--- config.mk ---
export PLATFORM = sky130hd
export DESIGN_NAME = apig_antipop_gain_regs
export DESIGN_NICKNAME = d
export VERILOG_FILES = /design/src/core/apig_sync2.v /design/src/core/apig_gain_chan.v /design/src/core/apig_antipop_gain_regs.v
export VERILOG_INCLUDE_DIRS = /design/src /design/src/include
export SDC_FILE = /design/constraint.sdc
export NUM_CORES = 1
export LEC_CHECK = 0
export ABC_AREA = 1
export BUFFER_PORTS_ARGS = -buffer_cell sky130_fd_sc_hd__buf_2
export CORE_MARGIN = 2
export CORE_UTILIZATION = 55
export CTS_BUF_LIST = sky130_fd_sc_hd__clkbuf_16
export DETAILED_ROUTE_END_ITERATION = 12
export GPL_TIMING_DRIVEN = 0
export MAX_ROUTING_LAYER = met4
export PLACE_DENSITY = 0.79
export SLEW_MARGIN = 10
export SYNTH_ARGS = -nofsm -noshare
export SYNTH_HDL_FRONTEND = slang
export SYNTH_HIERARCHICAL = 1
export SYNTH_SLANG_ARGS = --single-unit
--- constraint.sdc ---
create_clock -name ref_clk_in -period 3.75 [get_ports ref_clk_in]
set_input_delay 0.375 -clock ref_clk_in [delete_from_list [all_inputs] [get_ports ref_clk_in]]
set_output_delay 0.375 -clock ref_clk_in [all_outputs]
set_load 0.1 [all_outputs]
--- src/include/apig_regs.vh ---
// Register map, field layout and reset values for the anti-pop and input gain bank.
// Behaviour
// - Ramp speed field bits 9:8, reset zero.
// - Fourth output discharge rate bits 7:6.
// - Third output discharge rate bits 5:4.
// - Second outputs shared discharge rate bits 3:2.
// - First outputs shared discharge rate bits 1:0.
// - Left bit 15 enables left gain amplifier.
// - Left bit 14 mutes left gain amplifier.
// - Left bit 13 selects zero-cross timed update.
// - Gains wait for commit bit 8 write.
// - Left gain code bits 7:2, default 0 dB.
// - Right bit 15 enables right gain amplifier.
// - Right bit 14 mutes right gain amplifier.
// - Right bit 13 selects zero-cross timed update.
// - Right gain code bits 7:2, default 0 dB.
`ifndef APIG_REGS_VH
`define APIG_REGS_VH

// Port widths and channel count.
`define APIG_ADDR_W 8
`define APIG_DATA_W 16
`define APIG_GAIN_W 6
`define APIG_NUM_CH 2
`define APIG_SYNC_W 2

// Register addresses.
`define APIG_ADDR_ANTI_POP 8'h4e
`define APIG_ADDR_LEFT_VOL 8'h50
`define APIG_ADDR_RIGHT_VOL 8'h51
`define APIG_ADDR_STATUS 8'h52

// Anti-pop control fields.
`define APIG_RAMP_HI 9
`define APIG_RAMP_LO 8
`define APIG_DIS4_HI 7
`define APIG_DIS4_LO 6
`define APIG_DIS3_HI 5
`define APIG_DIS3_LO 4
`define APIG_DIS2_HI 3
`define APIG_DIS2_LO 2
`define APIG_DIS1_HI 1
`define APIG_DIS1_LO 0

// Input volume fields, same layout for both channels.
`define APIG_ENA_BIT 15
`define APIG_MUTE_BIT 14
`define APIG_ZC_BIT 13
`define APIG_COMMIT_BIT 8
`define APIG_GAIN_HI 7
`define APIG_GAIN_LO 2

// Gain status fields.
`define APIG_ST_R_ARMED 15
`define APIG_ST_R_GAIN_HI 13
`define APIG_ST_R_GAIN_LO 8
`define APIG_ST_L_ARMED 7
`define APIG_ST_L_GAIN_HI 5
`define APIG_ST_L_GAIN_LO 0

// Reset values.
`define APIG_RST_FIELD2 2'h0
`define APIG_RST_BIT 1'h0
`define APIG_RST_GAIN 6'h10
`define APIG_RST_DATA 16'h0000

`endif

--- src/core/apig_sync2.v ---
// Two-stage synchroniser for levels arriving from outside the clock domain.
`timescale 1ns/1ps
`include "apig_regs.vh"

module apig_sync2 #(
   parameter WIDTH = `APIG_SYNC_W
) (
   // Clock and reset.
   input wire ref_clk_in,
   input wire sys_rst_in,
   // Asynchronous levels in, synchronised levels out.
   input wire [WIDTH-1:0] async_in,
   output wire [WIDTH-1:0] sync_out
);

   reg [WIDTH-1:0] meta_q;
   reg [WIDTH-1:0] sync_q;

   // The first stage feeds only the second stage, so metastability never reaches logic.
   always @(posedge ref_clk_in) begin
      if (sys_rst_in) begin
         meta_q <= {WIDTH{1'b0}};
         sync_q <= {WIDTH{1'b0}};
      end else begin
         meta_q <= async_in;
         sync_q <= meta_q;
      end
   end

   assign sync_out = sync_q;

endmodule // apig_sync2

--- src/core/apig_gain_chan.v ---
// Active gain of one input amplifier channel with immediate or zero-cross commit.
`timescale 1ns/1ps
`include "apig_regs.vh"

module apig_gain_chan #(
   parameter GAIN_W = `APIG_GAIN_W
) (
   // Clock and reset.
   input wire ref_clk_in,
   input wire sys_rst_in,
   // Commit request and the pending gain it carries.
   input wire commit_in,
   input wire zc_mode_in,
   input wire [GAIN_W-1:0] gain_in,
   // Synchronised sign of the channel signal.
   input wire sign_in,
   // Gain the amplifier uses, and a flag for a commit waiting on a crossing.
   output reg [GAIN_W-1:0] gain_out,
   output reg armed_out
);

   reg sign_q;
   reg [GAIN_W-1:0] target_q;
   wire crossing;

   // A change of sign between two samples marks a zero crossing.
   assign crossing = sign_in ^ sign_q;

   // The target is latched at commit, so later uncommitted writes cannot leak in.
   always @(posedge ref_clk_in) begin
      if (sys_rst_in) begin
         sign_q <= `APIG_RST_BIT;
         target_q <= `APIG_RST_GAIN;
         gain_out <= `APIG_RST_GAIN;
         armed_out <= `APIG_RST_BIT;
      end else begin
         sign_q <= sign_in;
         if (commit_in && !zc_mode_in) begin
            gain_out <= gain_in;
            armed_out <= 1'b0;
         end else if (commit_in) begin
            target_q <= gain_in;
            armed_out <= 1'b1;
         end else if (armed_out && (crossing || !zc_mode_in)) begin
            gain_out <= target_q;
            armed_out <= 1'b0;
         end
      end
   end

endmodule // apig_gain_chan

--- src/core/apig_antipop_gain_regs.v ---
// Anti-pop and input gain control register bank with its register port.
//
// Our own choice: the strobed register port.
`timescale 1ns/1ps
`include "apig_regs.vh"

module apig_antipop_gain_regs #(
   parameter ADDR_W = `APIG_ADDR_W,
   parameter GAIN_W = `APIG_GAIN_W
) (
   // Clock and reset.
   input wire ref_clk_in,
   input wire sys_rst_in,
   // Register port.
   input wire [ADDR_W-1:0] reg_addr_in,
   input wire [`APIG_DATA_W-1:0] reg_wdata_in,
   input wire reg_wr_in,
   input wire reg_rd_in,
   output wire [`APIG_DATA_W-1:0] reg_rdata_out,
   // Sign of each input signal from the analog comparators.
   input wire left_zero_cross_in,
   input wire right_zero_cross_in,
   // Anti-pop settings.
   output wire [1:0] reference_midpoint_ramp_out,
   output wire [1:0] fourth_output_discharge_rate_out,
   output wire [1:0] third_output_discharge_rate_out,
   output wire [1:0] second_output_discharge_rate_out,
   output wire [1:0] first_output_discharge_rate_out,
   // Left input amplifier.
   output wire left_gain_amp_enable_out,
   output wire left_gain_amp_mute_out,
   output wire [GAIN_W-1:0] left_gain_code_out,
   output wire left_gain_pending_out,
   // Right input amplifier.
   output wire right_gain_amp_enable_out,
   output wire right_gain_amp_mute_out,
   output wire [GAIN_W-1:0] right_gain_code_out,
   output wire right_gain_pending_out
);

   localparam NUM_CH = `APIG_NUM_CH;

   // Anti-pop register state.
   reg [1:0] ramp_q;
   reg [1:0] ramp_d;
   reg [1:0] dis4_q;
   reg [1:0] dis4_d;
   reg [1:0] dis3_q;
   reg [1:0] dis3_d;
   reg [1:0] dis2_q;
   reg [1:0] dis2_d;
   reg [1:0] dis1_q;
   reg [1:0] dis1_d;

   // Read data register.
   reg [`APIG_DATA_W-1:0] rdata_q;
   reg [`APIG_DATA_W-1:0] rdata_d;

   // Address decode.
   wire hit_pop;
   wire hit_left;
   wire hit_right;
   wire wr_pop;
   wire [NUM_CH-1:0] wr_vol;
   wire commit;

   // Per-channel views, index 0 is left and index 1 is right.
   wire [NUM_CH-1:0] ena_w;
   wire [NUM_CH-1:0] mute_w;
   wire [NUM_CH-1:0] zc_w;
   wire [NUM_CH-1:0] armed_w;
   wire [NUM_CH*GAIN_W-1:0] pend_w;
   wire [NUM_CH*GAIN_W-1:0] act_w;
   wire [NUM_CH-1:0] sign_w;

   // Comparator outputs are asynchronous to this clock.
   apig_sync2 #(
      .WIDTH(NUM_CH)
   ) u_sign_sync (
      .ref_clk_in(ref_clk_in),
      .sys_rst_in(sys_rst_in),
      .async_in({right_zero_cross_in, left_zero_cross_in}),
      .sync_out(sign_w)
   );

   // Decode each register address once.
   assign hit_pop = (reg_addr_in == `APIG_ADDR_ANTI_POP);
   assign hit_left = (reg_addr_in == `APIG_ADDR_LEFT_VOL);
   assign hit_right = (reg_addr_in == `APIG_ADDR_RIGHT_VOL);

   // Write strobes per register.
   assign wr_pop = reg_wr_in & hit_pop;
   assign wr_vol[0] = reg_wr_in & hit_left;
   assign wr_vol[1] = reg_wr_in & hit_right;

   // A one in the commit bit of either volume register releases both pending gains.
   assign commit = (|wr_vol) & reg_wdata_in[`APIG_COMMIT_BIT];

   // Next values of the anti-pop fields; a write replaces every field at once.
   always @* begin
      ramp_d = ramp_q;
      dis4_d = dis4_q;
      dis3_d = dis3_q;
      dis2_d = dis2_q;
      dis1_d = dis1_q;
      if (wr_pop) begin
         ramp_d = reg_wdata_in[`APIG_RAMP_HI:`APIG_RAMP_LO];
         dis4_d = reg_wdata_in[`APIG_DIS4_HI:`APIG_DIS4_LO];
         dis3_d = reg_wdata_in[`APIG_DIS3_HI:`APIG_DIS3_LO];
         dis2_d = reg_wdata_in[`APIG_DIS2_HI:`APIG_DIS2_LO];
         dis1_d = reg_wdata_in[`APIG_DIS1_HI:`APIG_DIS1_LO];
      end
   end

   // Anti-pop register; every field starts at zero, so no ramp and no discharge path.
   always @(posedge ref_clk_in) begin
      if (sys_rst_in) begin
         ramp_q <= `APIG_RST_FIELD2;
         dis4_q <= `APIG_RST_FIELD2;
         dis3_q <= `APIG_RST_FIELD2;
         dis2_q <= `APIG_RST_FIELD2;
         dis1_q <= `APIG_RST_FIELD2;
      end else begin
         ramp_q <= ramp_d;
         dis4_q <= dis4_d;
         dis3_q <= dis3_d;
         dis2_q <= dis2_d;
         dis1_q <= dis1_d;
      end
   end

   // Codes are passed through unchanged; the analog side decodes off, fast, medium, slow.
   assign reference_midpoint_ramp_out = ramp_q;
   assign fourth_output_discharge_rate_out = dis4_q;
   assign third_output_discharge_rate_out = dis3_q;
   assign second_output_discharge_rate_out = dis2_q;
   assign first_output_discharge_rate_out = dis1_q;

   // One copy of the volume register and gain logic for each channel.
   genvar ch;
   generate
      for (ch = 0; ch < NUM_CH; ch = ch + 1) begin : g_chan
         reg ena_q;
         reg ena_d;
         reg mute_q;
         reg mute_d;
         reg zc_q;
         reg zc_d;
         reg [GAIN_W-1:0] pend_q;
         reg [GAIN_W-1:0] pend_d;
         wire [GAIN_W-1:0] act;
         wire armed;

         // Next values; the gain code only goes to pending storage here.
         always @* begin
            ena_d = ena_q;
            mute_d = mute_q;
            zc_d = zc_q;
            pend_d = pend_q;
            if (wr_vol[ch]) begin
               ena_d = reg_wdata_in[`APIG_ENA_BIT];
               mute_d = reg_wdata_in[`APIG_MUTE_BIT];
               zc_d = reg_wdata_in[`APIG_ZC_BIT];
               pend_d = reg_wdata_in[`APIG_GAIN_HI:`APIG_GAIN_LO];
            end
         end

         // Volume register flops; the gain resets to the 0 dB code.
         always @(posedge ref_clk_in) begin
            if (sys_rst_in) begin
               ena_q <= `APIG_RST_BIT;
               mute_q <= `APIG_RST_BIT;
               zc_q <= `APIG_RST_BIT;
               pend_q <= `APIG_RST_GAIN;
            end else begin
               ena_q <= ena_d;
               mute_q <= mute_d;
               zc_q <= zc_d;
               pend_q <= pend_d;
            end
         end

         // The commit sees this cycle's write, so a write that also commits uses its own code.
         apig_gain_chan #(
            .GAIN_W(GAIN_W)
         ) u_gain (
            .ref_clk_in(ref_clk_in),
            .sys_rst_in(sys_rst_in),
            .commit_in(commit),
            .zc_mode_in(zc_d),
            .gain_in(pend_d),
            .sign_in(sign_w[ch]),
            .gain_out(act),
            .armed_out(armed)
         );

         // Gather the channel into the shared vectors.
         assign ena_w[ch] = ena_q;
         assign mute_w[ch] = mute_q;
         assign zc_w[ch] = zc_q;
         assign armed_w[ch] = armed;
         assign pend_w[ch*GAIN_W +: GAIN_W] = pend_q;
         assign act_w[ch*GAIN_W +: GAIN_W] = act;
      end
   endgenerate

   // Amplifier controls; the gain outputs carry only committed codes.
   assign left_gain_amp_enable_out = ena_w[0];
   assign left_gain_amp_mute_out = mute_w[0];
   assign left_gain_code_out = act_w[GAIN_W-1:0];
   assign left_gain_pending_out = armed_w[0];
   assign right_gain_amp_enable_out = ena_w[1];
   assign right_gain_amp_mute_out = mute_w[1];
   assign right_gain_code_out = act_w[2*GAIN_W-1:GAIN_W];
   assign right_gain_pending_out = armed_w[1];

   // Read multiplexer. The commit bit always reads zero because it only acts on write.
   // Volume registers show the pending code, so software can check it before committing.
   always @* begin
      rdata_d = `APIG_RST_DATA;
      case (reg_addr_in)
         `APIG_ADDR_ANTI_POP: begin
            rdata_d[`APIG_RAMP_HI:`APIG_RAMP_LO] = ramp_q;
            rdata_d[`APIG_DIS4_HI:`APIG_DIS4_LO] = dis4_q;
            rdata_d[`APIG_DIS3_HI:`APIG_DIS3_LO] = dis3_q;
            rdata_d[`APIG_DIS2_HI:`APIG_DIS2_LO] = dis2_q;
            rdata_d[`APIG_DIS1_HI:`APIG_DIS1_LO] = dis1_q;
         end
         `APIG_ADDR_LEFT_VOL: begin
            rdata_d[`APIG_ENA_BIT] = ena_w[0];
            rdata_d[`APIG_MUTE_BIT] = mute_w[0];
            rdata_d[`APIG_ZC_BIT] = zc_w[0];
            rdata_d[`APIG_GAIN_HI:`APIG_GAIN_LO] = pend_w[GAIN_W-1:0];
         end
         `APIG_ADDR_RIGHT_VOL: begin
            rdata_d[`APIG_ENA_BIT] = ena_w[1];
            rdata_d[`APIG_MUTE_BIT] = mute_w[1];
            rdata_d[`APIG_ZC_BIT] = zc_w[1];
            rdata_d[`APIG_GAIN_HI:`APIG_GAIN_LO] = pend_w[2*GAIN_W-1:GAIN_W];
         end
         `APIG_ADDR_STATUS: begin
            rdata_d[`APIG_ST_R_ARMED] = armed_w[1];
            rdata_d[`APIG_ST_R_GAIN_HI:`APIG_ST_R_GAIN_LO] = act_w[2*GAIN_W-1:GAIN_W];
            rdata_d[`APIG_ST_L_ARMED] = armed_w[0];
            rdata_d[`APIG_ST_L_GAIN_HI:`APIG_ST_L_GAIN_LO] = act_w[GAIN_W-1:0];
         end
         default: begin
            rdata_d = `APIG_RST_DATA;
         end
      endcase
   end

   // Read data stand only in the cycle after the strobe and are zero otherwise.
   always @(posedge ref_clk_in) begin
      if (sys_rst_in) begin
         rdata_q <= `APIG_RST_DATA;
      end else if (reg_rd_in) begin
         rdata_q <= rdata_d;
      end else begin
         rdata_q <= `APIG_RST_DATA;
      end
   end

   assign reg_rdata_out = rdata_q;

endmodule // apig_antipop_gain_regs

# Word level (Yosys, flattened, before mapping)
# Index checks and enable logic that the tools add are counted.
# W data, S select, Z words.
dict set report word_totals {
  register_bits 76
  input_bits 30
  out_inout_bits 44
  wordCells 84
}
dict set report classes {
  eq_ne 6
  n_mux 22
  n_bitwise 10
  reduce_logical 21
}
# op n
set op_table {}
lappend op_table {{$mux W6} 8}
lappend op_table {{$eq A8 B7 Y1 const B} 4}
lappend op_table {{$pmux W4 S4} 1}
lappend op_table {{$pmux W1 S3} 3}
lappend op_table {{$pmux W2 S2} 2}
lappend op_table {{$reduce_and A2 Y1} 4}
lappend op_table {{$reduce_bool A2 Y1} 4}
lappend op_table {{$reduce_or A2 Y1} 4}
lappend op_table {{$mux W1} 6}
lappend op_table {{$and A1 B1 Y1} 4}
lappend op_table {{$logic_and A1 B1 Y1} 4}
lappend op_table {{$not A1 Y1} 4}
lappend op_table {{$pmux W1 S4} 1}
lappend op_table {{$reduce_or A3 Y1} 1}
lappend op_table {{$logic_not A1 Y1} 2}
lappend op_table {{$logic_or A1 B1 Y1} 2}
lappend op_table {{$ne A2 B1 Y1 const B} 1}
lappend op_table {{$ne A2 B2 Y1 const B} 1}
lappend op_table {{$pmux W1 S2} 1}
lappend op_table {{$xor A1 B1 Y1} 2}

# Logic depth before layout (Yosys ltp)
# Gate-level depths: netlist (run 1).
dict set report logic_depth {
  word_depth 9
  ltp_mapped 15
  ltp_nobuf 14
}

# Cells and area by module
# Netlist (run 1), hierarchy kept.
# mod instances cells_per_inst area_per_inst_um2 seq_area_each_um2
set by_module_without_submodules {}
lappend by_module_without_submodules {apig_antipop_gain_regs 1 307 2237.1 880.8}
lappend by_module_without_submodules {apig_gain_chan 2 94 643.1 280.3}
lappend by_module_without_submodules {apig_sync2 1 12 110.1 80.1}

# Worst setup path after synthesis (run 1)
# Ideal clock, no wire load.
dict set report synth_path {
  path_type {input -> register}
  start {input port reg_addr_in[5]}
  end {register g_chan[0].u_gain.gain_out[2]}
  setup_ns 0.113
  arrival_time_ns 2.529
  setup_slack_ns 1.108
  cell_stages 15
  path_buffers 3
  cell_sequence {inv_1 > nand2_1 > nor2_8 > buf_8 > buf_6 > nand3_1 > nor3_1 > nand2_2 > clkinv_4 > nor2_4 > nand2_2 > buf_6 > nand2_1 > nand2_1 > nor2_1}
}
dict set report synth_via {
  word_cells_on_any_way 16
  cone_classes {eq/ne (3); mux (3); bitwise (3); reduce/logical (7)}
}
# element line
set synth_rtl {}
lappend synth_rtl {{start: declaration} apig_antipop_gain_regs.v:15} ;# input wire [ADDR_W-1:0] reg_addr_in,
lappend synth_rtl {{$eq A8 B7 Y1} n/a}
lappend synth_rtl {{$and A1 B1 Y1, on equally long branches} {apig_antipop_gain_regs.v:93, apig_antipop_gain_regs.v:94}}
lappend synth_rtl {{$reduce_or A2 Y1 (*)} apig_antipop_gain_regs.v:97} ;# assign commit = (|wr_vol) & reg_wdata_in[`APIG_COMMIT_BIT];
lappend synth_rtl {{$and A1 B1 Y1 (*)} apig_antipop_gain_regs.v:97}
lappend synth_rtl {{net commit} apig_antipop_gain_regs.v:65} ;# wire commit;
lappend synth_rtl {{$logic_and A1 B1 Y1} apig_gain_chan.v:38} ;# if (commit_in && !zc_mode_in) begin
lappend synth_rtl {{$ne A2 B2 Y1 (no source line) / $reduce_bool A2 Y1 (equally long branches)} n/a}
lappend synth_rtl {{$reduce_and A2 Y1 (no source line)} n/a}
lappend synth_rtl {{end signal: assignment} apig_gain_chan.v:34} ;# gain_out <= `APIG_RST_GAIN;
lappend synth_rtl {{end signal: assignment} apig_gain_chan.v:39} ;# gain_out <= gain_in;
lappend synth_rtl {{end signal: assignment} apig_gain_chan.v:45} ;# gain_out <= target_q;
lappend synth_rtl {{end: declaration} apig_gain_chan.v:18} ;# output reg [GAIN_W-1:0] gain_out,
# Mark *: on every way through the listed nets, which the timed path passes. The rest lies on a longest branch.
# A chain may end at the register's enable or synchronous reset.

# Worst setup path after layout (run 1)
dict set report layout_path {
  start {input port reg_addr_in[5]}
  end {register g_chan[1].u_gain.gain_out[0]}
}
dict set report layout_via {
  word_cells_on_any_way 16
  cone_classes {eq/ne (3); mux (3); bitwise (3); reduce/logical (7)}
}
# element line
set layout_rtl {}
lappend layout_rtl {{$eq A8 B7 Y1} n/a}
lappend layout_rtl {{$and A1 B1 Y1, on equally long branches} {apig_antipop_gain_regs.v:93, apig_antipop_gain_regs.v:94}}
lappend layout_rtl {{$reduce_or A2 Y1 (*)} apig_antipop_gain_regs.v:97}
lappend layout_rtl {{$and A1 B1 Y1 (*)} apig_antipop_gain_regs.v:97}
lappend layout_rtl {{net commit} apig_antipop_gain_regs.v:65}
lappend layout_rtl {{$logic_and A1 B1 Y1} apig_gain_chan.v:38}
lappend layout_rtl {{$ne A2 B1 Y1 (no source line) / $reduce_bool A2 Y1 (equally long branches)} n/a}
lappend layout_rtl {{$reduce_and A2 Y1 (no source line)} n/a}
lappend layout_rtl {{end signal: assignment} apig_gain_chan.v:34}
lappend layout_rtl {{end signal: assignment} apig_gain_chan.v:39}
lappend layout_rtl {{end signal: assignment} apig_gain_chan.v:45}
lappend layout_rtl {{end: declaration} apig_gain_chan.v:18}
# Marked as above.

==> results.yml, run 1 <==
critical_path:
  crit_chain: "buf_2, inv_1, nand2_1, nor2_8, buf_8, buf_6, nand3_1, nor3_2, buf_4, nand2_2, clkinv_4, nor2_4, nand2_2, buf_6, nand2_1, nand2_1, nor2_1"
  rr_startpoint: "g_chan[0].zc_q"
  cp_max_fo: 14
  worst_path_max_delay_cell: "buf_4"
  critPathBufInv: 7
  crit_family: "buffers and inverters"
  cp-start-kind: "input port"
  regToRegEndpoint: "g_chan[0].u_gain/gain_out[2]"
  critical_path.max_stage_delay_ns: 0.24
  rrSetupSlack_ns: 2.31
  cp_data_required_time_ns: 3.97
  crit_top_cell: "nand2_1"
  r2r_cells: 10
  end_kind: "flop"
  cp.arrival_ns: 2.24
  setup.worst_path.class: "in -> reg"
yosys:
  syn_area_sq_mm: 0.003633
  netlist_top_cells_area: "dfxtp_1 42%, nand2_1 14%, inv_1 7.2%, nand3_1 7.0%, nor2_1 6.6%"
  yosys_warnings: 6
  ys_seq_elements: 76
  synth_edf_count: 0
  synth_top_area_frac: 0.4187
  yosysMostFrequentCell: "nand2_1"
  synth.distinct_cells: 26
  synth-seq-area-share: 0.4187
  syn_avg_cell_area_sq_um: 7.167
  async_reset_ff_frac: 0
  synthFlopType: "dfxtp_1"
  synth_commonest_cells: "138 x nand2_1, 76 x dfxtp_1, 70 x inv_1"
  syn-instance-count: 507
  synth_top_cell_by_area: "dfxtp_1"
  syn_nets: 537
clock_tree:
  insertion_delay_ns: 0.33
  root_buffer: "clkbuf_16"
  h-tree-depth: 3
  cts_setup_buffers: 0
  tritoncts: "built"
  postCtsHoldBufs: 0
  clock_path_buffers: 2
  clk_pin_slew_ns: 0.06
  cts.repair.resized: 0
  cts_buffers: 9
  cts.sinks: 76
floorplanning:
  coreArea_sq_mm: 0.006386
  die-area_sq_mm: 0.007273
  num_io_pins: 74
  die_x_um: 85.28
  core.rowCount: 29
  initial_core_util: 0.5690
  die_h_um: 85.28
timing:
  finalHoldViolations: 0
  period_share: 0.5393
  whs_ns: 0.2394
  setup_viol: 0
  slew_headroom: 0.6357
  setup_ws_ns: 1.728
  skew_ns: 0.007040
  period_needed_ns: 2.022
  rsz0062_at_grt: "no"
  timing.fmax_mhz: 494.5
  drv_slew: 0
  tightestPinTransition_ns: 0.5465
  fin_setup_tns_ns: 0
grt:
  grt_pass1_vias: 3172
  grt_pass1_wl_um: 14760
  grt_usage: 0.2639
  antenna_found_initial: 0
  overflow: 0
  grt_max_degree: 15
pwr:
  peakVddDrop_mv: 0.4841
  cellPowerDensity_mw_per_mm2: 409.7
  p_leak_nw: 2.367
  p_total_w: 0.001802
final_layout:
  nets: 619
  fillers: 556
  final-seq-area_sq_mm: 0.001521
  drive_above_1_share: 0.2441
  multiInputGateArea_sq_mm: 0.001665
  diodes: 0
  fin_area_sq_mm: 0.004399
  area_growth_pct: 21.07
detailed_routing:
  viasPerCell: 5.122
  wl_per_cell_um: 13.38
  routed-via-count: 3437
  dr.pass1.iters: 7
  drtIter0Drc: 334
  wirelength_um: 8978
  antenna_left: 0
  remaining_drc_errors: 0
worst_hold_path:
  hold_path_depth: 3
  hp-start: "left_zero_cross_in"
  hold_end: "u_sign_sync/meta_q[0]"
  hp-class: "in -> reg"
placement:
  dpl_cell_area_sq_mm: 0.004093
  port-buffer-count: 70
  hpwl_um: 6397
  gp_congestion: 0.8796
  dp_slack_ns: 1.414
outcome:
  outcome: "finished clean"
run:
  cap_violations: 0
[registers in the layout, indices dropped and copies added (netlist names)]
name	count
u_sign_sync/sync_out	2
u_sign_sync/meta_q	2
third_output_discharge_rate_out	2
g_chan.u_gain/sign_q	2
left_gain_amp_mute_out	1
first_output_discharge_rate_out	2
right_gain_amp_enable_out	1
fourth_output_discharge_rate_out	2
g_chan.zc_q	2
g_chan.u_gain/gain_out	12
g_chan.u_gain/armed_out	2
g_chan.u_gain/target_q	12
second_output_discharge_rate_out	2
reference_midpoint_ramp_out	2
reg_rdata_out	16
g_chan.pend_q	12
left_gain_amp_enable_out	1
right_gain_amp_mute_out	1
[cell families after synthesis]
| group | Yosys count | synth area share |
|---|---|---|
| buffers and inverters | 93 | 0.1243 |
| AND/OR/NAND/NOR | 293 | 0.3888 |
| AO/OA/AOI/OAI | 45 | 0.06818 |
| flip-flops | 76 | 0.4187 |
[cell usage in the layout, fill, tap and decap left out, types with 3 or more instances in the layout]
| cell type | instances |
|---|---|
| buf_2 | 72 |
| nand2_1 | 138 |
| nand3_1 | 51 |
| nand3_2 | 3 |
| nand4_1 | 3 |
| inv_2 | 6 |
| a21oi_1 | 23 |
| nand2_4 | 5 |
| clkinv_1 | 3 |
| nor2_1 | 64 |
| inv_1 | 70 |
| clkinv_2 | 4 |
| o31ai_1 | 3 |
| nand2_2 | 17 |
| clkbuf_16 | 9 |
| nor2_8 | 6 |
| nor2_4 | 4 |
| dfxtp_1 | 76 |
| buf_6 | 6 |
| o21ai_0 | 15 |
[layout make-up]
type	count	share of cell area
multi-input cells	338	0.3786
flip-flops and latches	76	0.3458
repair buffers	71	0.08134
inverters	80	0.07110
clock buffers	9	0.05119
plain buffers	13	0.03157
well taps	77	0.02190
clock inverters	7	0.01849
[tightest hold or removal path, stage by stage]
cell and delay, ns:
buf_2 0.07, inv_1 0.03, nor2_1 0.06
[routing by layer]
layer,wire (um),part of all wire,up-vias,GRT usage
li1,-,-,1728,-
met1,3838,0.43,1556,0.3216
met2,4353,0.48,135,0.4382
met3,608,0.068,18,0.04961
met4,176,0.020,0,0.09091
met5,0,0,-,-
[where the power goes]
group          total (W)  internal (W)  switching, W
sequential      0.000813      0.000811    0.00000161
clock           0.000900      0.000573      0.000327
combinational  0.0000900     0.0000278     0.0000622
[stage by stage]
step           std cells    util
6_report             671  0.6889
3_3_place_gp         654  0.6389
4_1_cts              671  0.6889
5_1_grt              671  0.6889
2_1_floorplan        507       -
3_5_place_dp         655  0.6409
[worst max path at each step]
stage                         from  slack, ns  cells past startpoint                      endpoint
floorplan           reg_addr_in[5]       1.11                     15  g_chan[0].u_gain/gain_out[2]
global placement    reg_addr_in[5]       0.24                     12  g_chan[1].u_gain/gain_out[5]
detailed placement  reg_addr_in[5]       1.41                     17  g_chan[0].u_gain/gain_out[2]
CTS                 reg_addr_in[5]       1.75                     17  g_chan[0].u_gain/gain_out[2]
global route        reg_addr_in[5]       1.57                     17  g_chan[0].u_gain/gain_out[2]
finish              reg_addr_in[5]       1.73                     17  g_chan[1].u_gain/gain_out[0]
Note: power is estimated with default switching activity, not from simulation.
==> run 2, diff against run 1 <==
--- a/config.mk
+++ b/config.mk
@@ -6,15 +6,15 @@
 export SDC_FILE = /design/constraint.sdc
 export NUM_CORES = 1
 export LEC_CHECK = 0
-export ABC_AREA = 1
+export ABC_AREA = 0
 export BUFFER_PORTS_ARGS = -buffer_cell sky130_fd_sc_hd__buf_2
 export CORE_MARGIN = 2
-export CORE_UTILIZATION = 55
+export CORE_UTILIZATION = 48
 export CTS_BUF_LIST = sky130_fd_sc_hd__clkbuf_16
 export DETAILED_ROUTE_END_ITERATION = 12
 export GPL_TIMING_DRIVEN = 0
 export MAX_ROUTING_LAYER = met4
-export PLACE_DENSITY = 0.79
+export PLACE_DENSITY = 0.74
 export SLEW_MARGIN = 10
 export SYNTH_ARGS = -nofsm -noshare
 export SYNTH_HDL_FRONTEND = slang
==> constraint.sdc (replaced) <==
create_clock -name ref_clk_in -period 1.68 [get_ports ref_clk_in]
set_input_delay 0.168 -clock ref_clk_in [delete_from_list [all_inputs] [get_ports ref_clk_in]]
set_output_delay 0.168 -clock ref_clk_in [all_outputs]
set_load 0.1 [all_outputs]
==> run 2 against run 1 <==
Against the previous run: the flow now finishes with violations (setup timing); sequential share of layout area up 1.8 points; register-to-register slack worse by 2.2 ns; total power up 120%; routed wire length down 14%; synthesized area down 13%; sequential cell count unchanged; via count down 25%; largest cell class unchanged.
==> results.yml, run 2 <==
floorplanning:
  num_io_pins: 74
  coreArea_sq_mm: 0.006350
  die_x_um: 85.15
  die_h_um: 85.15
  core.rowCount: 29
  die-area_sq_mm: 0.007250
  initial_core_util: 0.4977
detailed_routing:
  viasPerCell: 5.380
  wl_per_cell_um: 16.09
  drtIter0Drc: 145
  routed-via-count: 2577
  dr.pass1.iters: 4
  antenna_left: 0
  remaining_drc_errors: 0
  wirelength_um: 7707
outcome:
  violations: "setup timing"
  outcome: "complete, but fails checks"
grt:
  antenna_found_initial: 0
  grt_usage: 0.2295
  grt_pass1_vias: 2495
  grt_max_degree: 19
  overflow: 0
  grt_pass1_wl_um: 12490
yosys:
  yosysMostFrequentCell: "dfxtp_1"
  ys_seq_elements: 76
  synth_xor_xnor_area_share: 0.01029
  syn-instance-count: 301
  synth-seq-area-share: 0.4814
  synth_top_area_frac: 0.4814
  syn_avg_cell_area_sq_um: 10.50
  synth_top_family_by_area: "simple AND/OR/NAND/NOR gates"
  syn_nets: 331
  syn_area_sq_mm: 0.003161
  yosys_warnings: 6
  synthAdderAreaFrac: 0
  synth_edf_count: 0
  synthFlopType: "dfxtp_1"
  netlist_top_cells_area: "dfxtp_1 48%, mux2i_1 8.9%, mux2_2 6.4%, nor2b_1 4.8%, nor2_1 4.0%"
  async_reset_ff_frac: 0
  yosys.area_share.simple: 0.2027
  synth_compound_area_frac: 0.1144
  synth_top_cell_by_area: "dfxtp_1"
  synth.distinct_cells: 38
  synth_commonest_cells: "76 x dfxtp_1, 34 x nor2_1, 28 x mux2i_1"
  synth.area.mux_share: 0.1576
final_layout:
  final_cell_mix: "76 x dfxtp_1, 66 x buf_2, 28 x nor2_1, 27 x mux2i_1"
  diodes: 0
  postLayoutCoreUtil: 0.6585
  area_growth_pct: 32.30
  nets: 427
  final_common_cell: "dfxtp_1"
  drive_above_1_share: 0.4080
  largest_register_ffs: 16
critical_path:
  setup.worst_path.class: "in -> reg"
  cp-start-kind: "input port"
  r2r_cells: 6
  cp_data_required_time_ns: 1.87
  cp_max_fo: 6
  cp.arrival_ns: 2.01
  end_kind: "flop"
clock_tree:
  insertion_delay_ns: 0.33
  tritoncts: "built"
  clock_path_buffers: 2
  postCtsHoldBufs: 0
  h-tree-depth: 3
  cts.sinks: 76
  clk_pin_slew_ns: 0.06
  cts_buffers: 9
  root_buffer: "clkbuf_16"
timing:
  timing.fmax_mhz: 549.0
  period_share: 1.084
  rsz0062_at_grt: "yes"
  skew_ns: 0.004890
  finalHoldViolations: 0
  setup_viol: 12
  whs_ns: 0.04828
  period_needed_ns: 1.821
  slew_headroom: 0.6104
  tightestPinTransition_ns: 0.5844
  setup_ws_ns: -0.1414
  drv_slew: 0
pwr:
  sw_frac_of_total: 0.2067
  seqPwrFrac: 0.454
  p_comb_frac: 0.040
  p_clk_frac: 0.506
  cellPowerDensity_mw_per_mm2: 955.4
  p_leak_nw: 1.817
  p_total_w: 0.003995
  p_sw_w: 0.0008259
  peakVddDrop_mv: 0.6182
  p_int_w: 0.003169
placement:
  port-buffer-count: 70
  dp_slack_ns: -0.8386
  hpwl_um: 5234
  gp_congestion: 0.8203
worst_hold_path:
  hold_path_depth: 2
  hp-class: "in -> reg"
run:
  cap_violations: 0
[run 2: logic make-up (layout without fill, tap and decap cells)]
kind of cell	Yosys count	after routing
buffers and inverters	17	118
AO/OA/AOI/OAI	45	45
multiplexers	47	47
XOR/XNOR	2	2
AND/OR/NAND/NOR	114	114
flip-flops	76	76
[run 2: layer usage]
layer  vias up  routed length [um]  global-route usage  part of all wire
li1       1249                   -                   -                 -
met1      1214                3389              0.2952              0.44
met2        98                3602              0.3509              0.47
met3        16                 564             0.04669             0.073
met4         0                 151             0.09957             0.020
met5         -                   0                   -                 0
[run 2: timing repair]
action	CTS	global route
gates cloned	2	0
gates resized for setup	22	5
setup endpoints to repair	18	14
pin swaps	14	7
setup buffers	14	4
[run 2: power by group through the flow]
stage | combinational (W) | clock (W) | sequential [W]
floorplan | 0.0000652 | 0 | 0.00186
global placement | 0.000141 | 0 | 0.00185
detailed placement | 0.000143 | 0 | 0.00185
CTS | 0.000156 | 0.00205 | 0.00181
global route | 0.000173 | 0.00213 | 0.00181
finish | 0.000161 | 0.00202 | 0.00181
[run 2: path summary, 6_finish.rpt]
kind / to / startpoint / slack [ns]
worst max-delay path: g_chan[0].u_gain/gain_out[1] / reg_addr_in[2] / -0.14
worst min-delay path: u_sign_sync/meta_q[1] / right_zero_cross_in / 0.05
worst max register to register: g_chan[0].u_gain/gain_out[1] / g_chan[0].zc_q / 0.13
worst min register to register: u_sign_sync/sync_out[1] / u_sign_sync/meta_q[1] / 0.43
[run 2: final cells by class]
cell class              instances  area (sq um)
fillers                       500          2168
multi-input cells             208          1632
flip-flops and latches         76          1521
repair buffers                 88         535.5
clock buffers                   9         225.2
well taps                      77         96.34
clock inverters                 7         90.09
plain buffers                  14         81.33
[run 2: critical path: stages]
cell and delay (ns):
buf_8 0.11, nor4b_4 0.33, and3_4 0.27, mux2_4 0.34
and2_4 0.18, a211oi_4 0.27, buf_4 0.17, buf_6 0.12
a211oi_2 0.06
[run 2: metrics by stage]
stage	instance area [sq um]	setup TNS [ns]	std cells
4_1_cts	4159	-0.7661	478
5_1_grt	4182	-2.224	479
6_report	4182	-1.310	479
3_5_place_dp	3671	-14.72	448
3_3_place_gp	3671	-13.83	448
2_1_floorplan	3224	-5.661	301
==> run 3, diff against run 2 <==
--- a/config.mk
+++ b/config.mk
@@ -8,13 +8,15 @@
 export LEC_CHECK = 0
 export ABC_AREA = 0
 export BUFFER_PORTS_ARGS = -buffer_cell sky130_fd_sc_hd__buf_2
+export CELL_PAD_IN_SITES_DETAIL_PLACEMENT = 1
+export CELL_PAD_IN_SITES_GLOBAL_PLACEMENT = 1
 export CORE_MARGIN = 2
-export CORE_UTILIZATION = 48
+export CORE_UTILIZATION = 41
 export CTS_BUF_LIST = sky130_fd_sc_hd__clkbuf_16
 export DETAILED_ROUTE_END_ITERATION = 12
 export GPL_TIMING_DRIVEN = 0
 export MAX_ROUTING_LAYER = met4
-export PLACE_DENSITY = 0.74
+export PLACE_DENSITY = 0.78
 export SLEW_MARGIN = 10
 export SYNTH_ARGS = -nofsm -noshare
 export SYNTH_HDL_FRONTEND = slang
==> constraint.sdc (replaced) <==
create_clock -name ref_clk_in -period 2 [get_ports ref_clk_in]
set_input_delay 0.2 -clock ref_clk_in [delete_from_list [all_inputs] [get_ports ref_clk_in]]
set_output_delay 0.2 -clock ref_clk_in [all_outputs]
set_load 0.1 [all_outputs]
==> run 3 against run 2 <==
Against the previous run: the run now ends clean; sequential cell count unchanged; total power down 13%; cell area down 1.6%; critical path depth up 1; final cell count up 4.2%; combinational power down 18%; clock skew up 0.0040 ns; worst hold slack better by 0.032 ns; sequential share of layout area up 0.61 points; sequential power down 16%; first-iteration DRC count up 9.7%; critical path type unchanged; critical endpoint is now g_chan[1].u_gain/gain_out[0].
==> results.yml, run 3 (synthesis results as in run 2) <==
clock_tree:
  cts.sinks: 76
  clock_path_buffers: 2
  h-tree-depth: 3
  insertion_delay_ns: 0.34
  root_buffer: "clkbuf_16"
  postCtsHoldBufs: 0
  cts_buffers: 9
  tritoncts: "built"
  clk_pin_slew_ns: 0.06
critical_path:
  r2r_cells: 6
  cp.arrival_ns: 2.18
  regToRegEndpoint: "g_chan[1].u_gain/gain_out[0]"
  rrSetupSlack_ns: 0.39
  cp-start-kind: "input port"
  rr_startpoint: "g_chan[1].zc_q"
  end_kind: "flop"
  cp_data_required_time_ns: 2.25
  setup.worst_path.class: "in -> reg"
  cp_max_fo: 5
placement:
  hpwl_um: 6066
  dp.cells: 473
  dp_slack_ns: -0.6276
  gp_congestion: 0.8248
  port-buffer-count: 70
timing:
  fin_setup_tns_ns: 0
  period_share: 0.9616
  setup_viol: 0
  period_needed_ns: 1.923
  timing.fmax_mhz: 520.0
  slew_headroom: 0.6394
  finalHoldViolations: 0
  tightestPinTransition_ns: 0.5408
  drv_slew: 0
  skew_ns: 0.008919
  setup_ws_ns: 0.07686
final_layout:
  fillers: 871
  drive_above_1_share: 0.3854
  postLayoutCoreUtil: 0.5406
  final-seq-area_sq_mm: 0.001521
  diodes: 0
  multiInputGateArea_sq_mm: 0.001592
  final_cell_mix: "76 x dfxtp_1, 70 x buf_2, 28 x mux2i_1, 28 x nor2_1"
  largest_register_ffs: 16
  final_common_cell: "dfxtp_1"
  instances_no_fill: 499
  area_growth_pct: 30.13
  nets: 423
worst_hold_path:
  hp-start: "left_zero_cross_in"
  hp-class: "in -> reg"
  hold_end: "u_sign_sync/meta_q[0]"
  hold_path_depth: 2
pwr:
  cellPowerDensity_mw_per_mm2: 844.4
  p_sw_w: 0.0007007
  sw_frac_of_total: 0.2018
  p_clk_frac: 0.523
  seqPwrFrac: 0.439
  peakVddDrop_mv: 0.4454
  p_leak_nw: 1.780
  p_comb_frac: 0.038
  p_int_w: 0.002772
floorplanning:
  coreArea_sq_mm: 0.007607
  die_x_um: 91.80
  die_h_um: 91.80
  die-area_sq_mm: 0.008427
  initial_core_util: 0.4155
  num_io_pins: 74
  core.rowCount: 32
detailed_routing:
  routed-via-count: 2616
  dr.pass1.iters: 4
  wl_per_cell_um: 18.35
  remaining_drc_errors: 0
  antenna_left: 0
  wirelength_um: 9159
  drtIter0Drc: 159
  viasPerCell: 5.242
outcome:
  outcome: "finished clean"
run:
  cap_violations: 0
grt:
  grt_usage: 0.2343
  grt_pass1_wl_um: 14540
  grt_pass1_vias: 2747
  antenna_found_initial: 0
  overflow: 0
  grt_max_degree: 19
==> run 3: changes by cell type in the layout (fill, tap and decap cells not counted), sizes merged <==
| cell | change |
|---|---|
| inv | -1 |
| buf | -4 |
| bufinv | +1 |
| clkinvlp | -1 |
==> run 3: worst max-delay path by stage <==
stage / start / endpoint / slack (ns) / depth (start not counted)
global placement: reg_addr_in[0] / g_chan[0].u_gain/gain_out[0] / -0.56 / 11
finish: reg_addr_in[5] / g_chan[1].u_gain/gain_out[0] / 0.08 / 10
global route: reg_addr_in[5] / g_chan[1].u_gain/gain_out[5] / -0.005 / 10
detailed placement: reg_addr_in[2] / g_chan[0].u_gain/gain_out[4] / -0.63 / 11
CTS: reg_addr_in[1] / g_chan[1].u_gain/gain_out[4] / 0.02 / 11
floorplan: reg_addr_in[7] / g_chan[0].u_gain/gain_out[0] / -0.21 / 10
==> run 3: cell type report <==
cell class | instances | area share
buffer | 14 | 0.01917
clock buffer | 9 | 0.05476
clock inverter | 6 | 0.02525
multi-input combinational | 208 | 0.3870
sequential | 76 | 0.3699
tap | 102 | 0.03103
timing repair buffer | 84 | 0.1129
==> run 3: what timing repair did <==
| action | CTS | global route |
|---|---|---|
| buffers inserted | 8 | 4 |
| pin swaps | 5 | 6 |
| endpoints found under the setup margin | 12 | 12 |
| resized for setup | 2 | 9 |
| gates cloned | 2 | 0 |
| endpoints found under the hold margin | 0 | 0 |
==> run 3: metrics by stage <==
step,power (W),instance area (sq um),hold slack [ns]
global route,0.003577,4113,0.08505
finish,0.003473,4113,0.08020
CTS,0.003489,4093,0.07268
global placement,0.001678,3689,0.4133
detailed placement,0.001679,3689,0.4196
floorplan,0.001617,3211,0.2716
==> run 3: metal layers <==
metal,routed length [um],track usage,vias to the layer above
met1,3967,0.2769,1278
li1,-,-,1243
met2,4597,0.3952,77
met4,240,0.1045,0
met5,0,-,-
met3,353,0.03698,18
==> run 3: worst max-delay path, stage by stage <==
cell      delay, ns
buf_2          0.13
nor4b_4        0.28
buf_4          0.18
nand4_4        0.11
mux2_4         0.37
and2_4         0.18
a211oi_4       0.31
buf_6          0.20
nor2_4         0.04
a211oi_2       0.19
==> run 3: power by group through the flow <==
stage          clock (W)  sequential, W  combinational [W]
6_report         0.00182        0.00152           0.000132
5_1_grt          0.00191        0.00152           0.000141
2_1_floorplan          0        0.00156          0.0000544
3_3_place_gp           0        0.00156           0.000121
4_1_cts          0.00184        0.00152           0.000126
3_5_place_dp           0        0.00156           0.000122
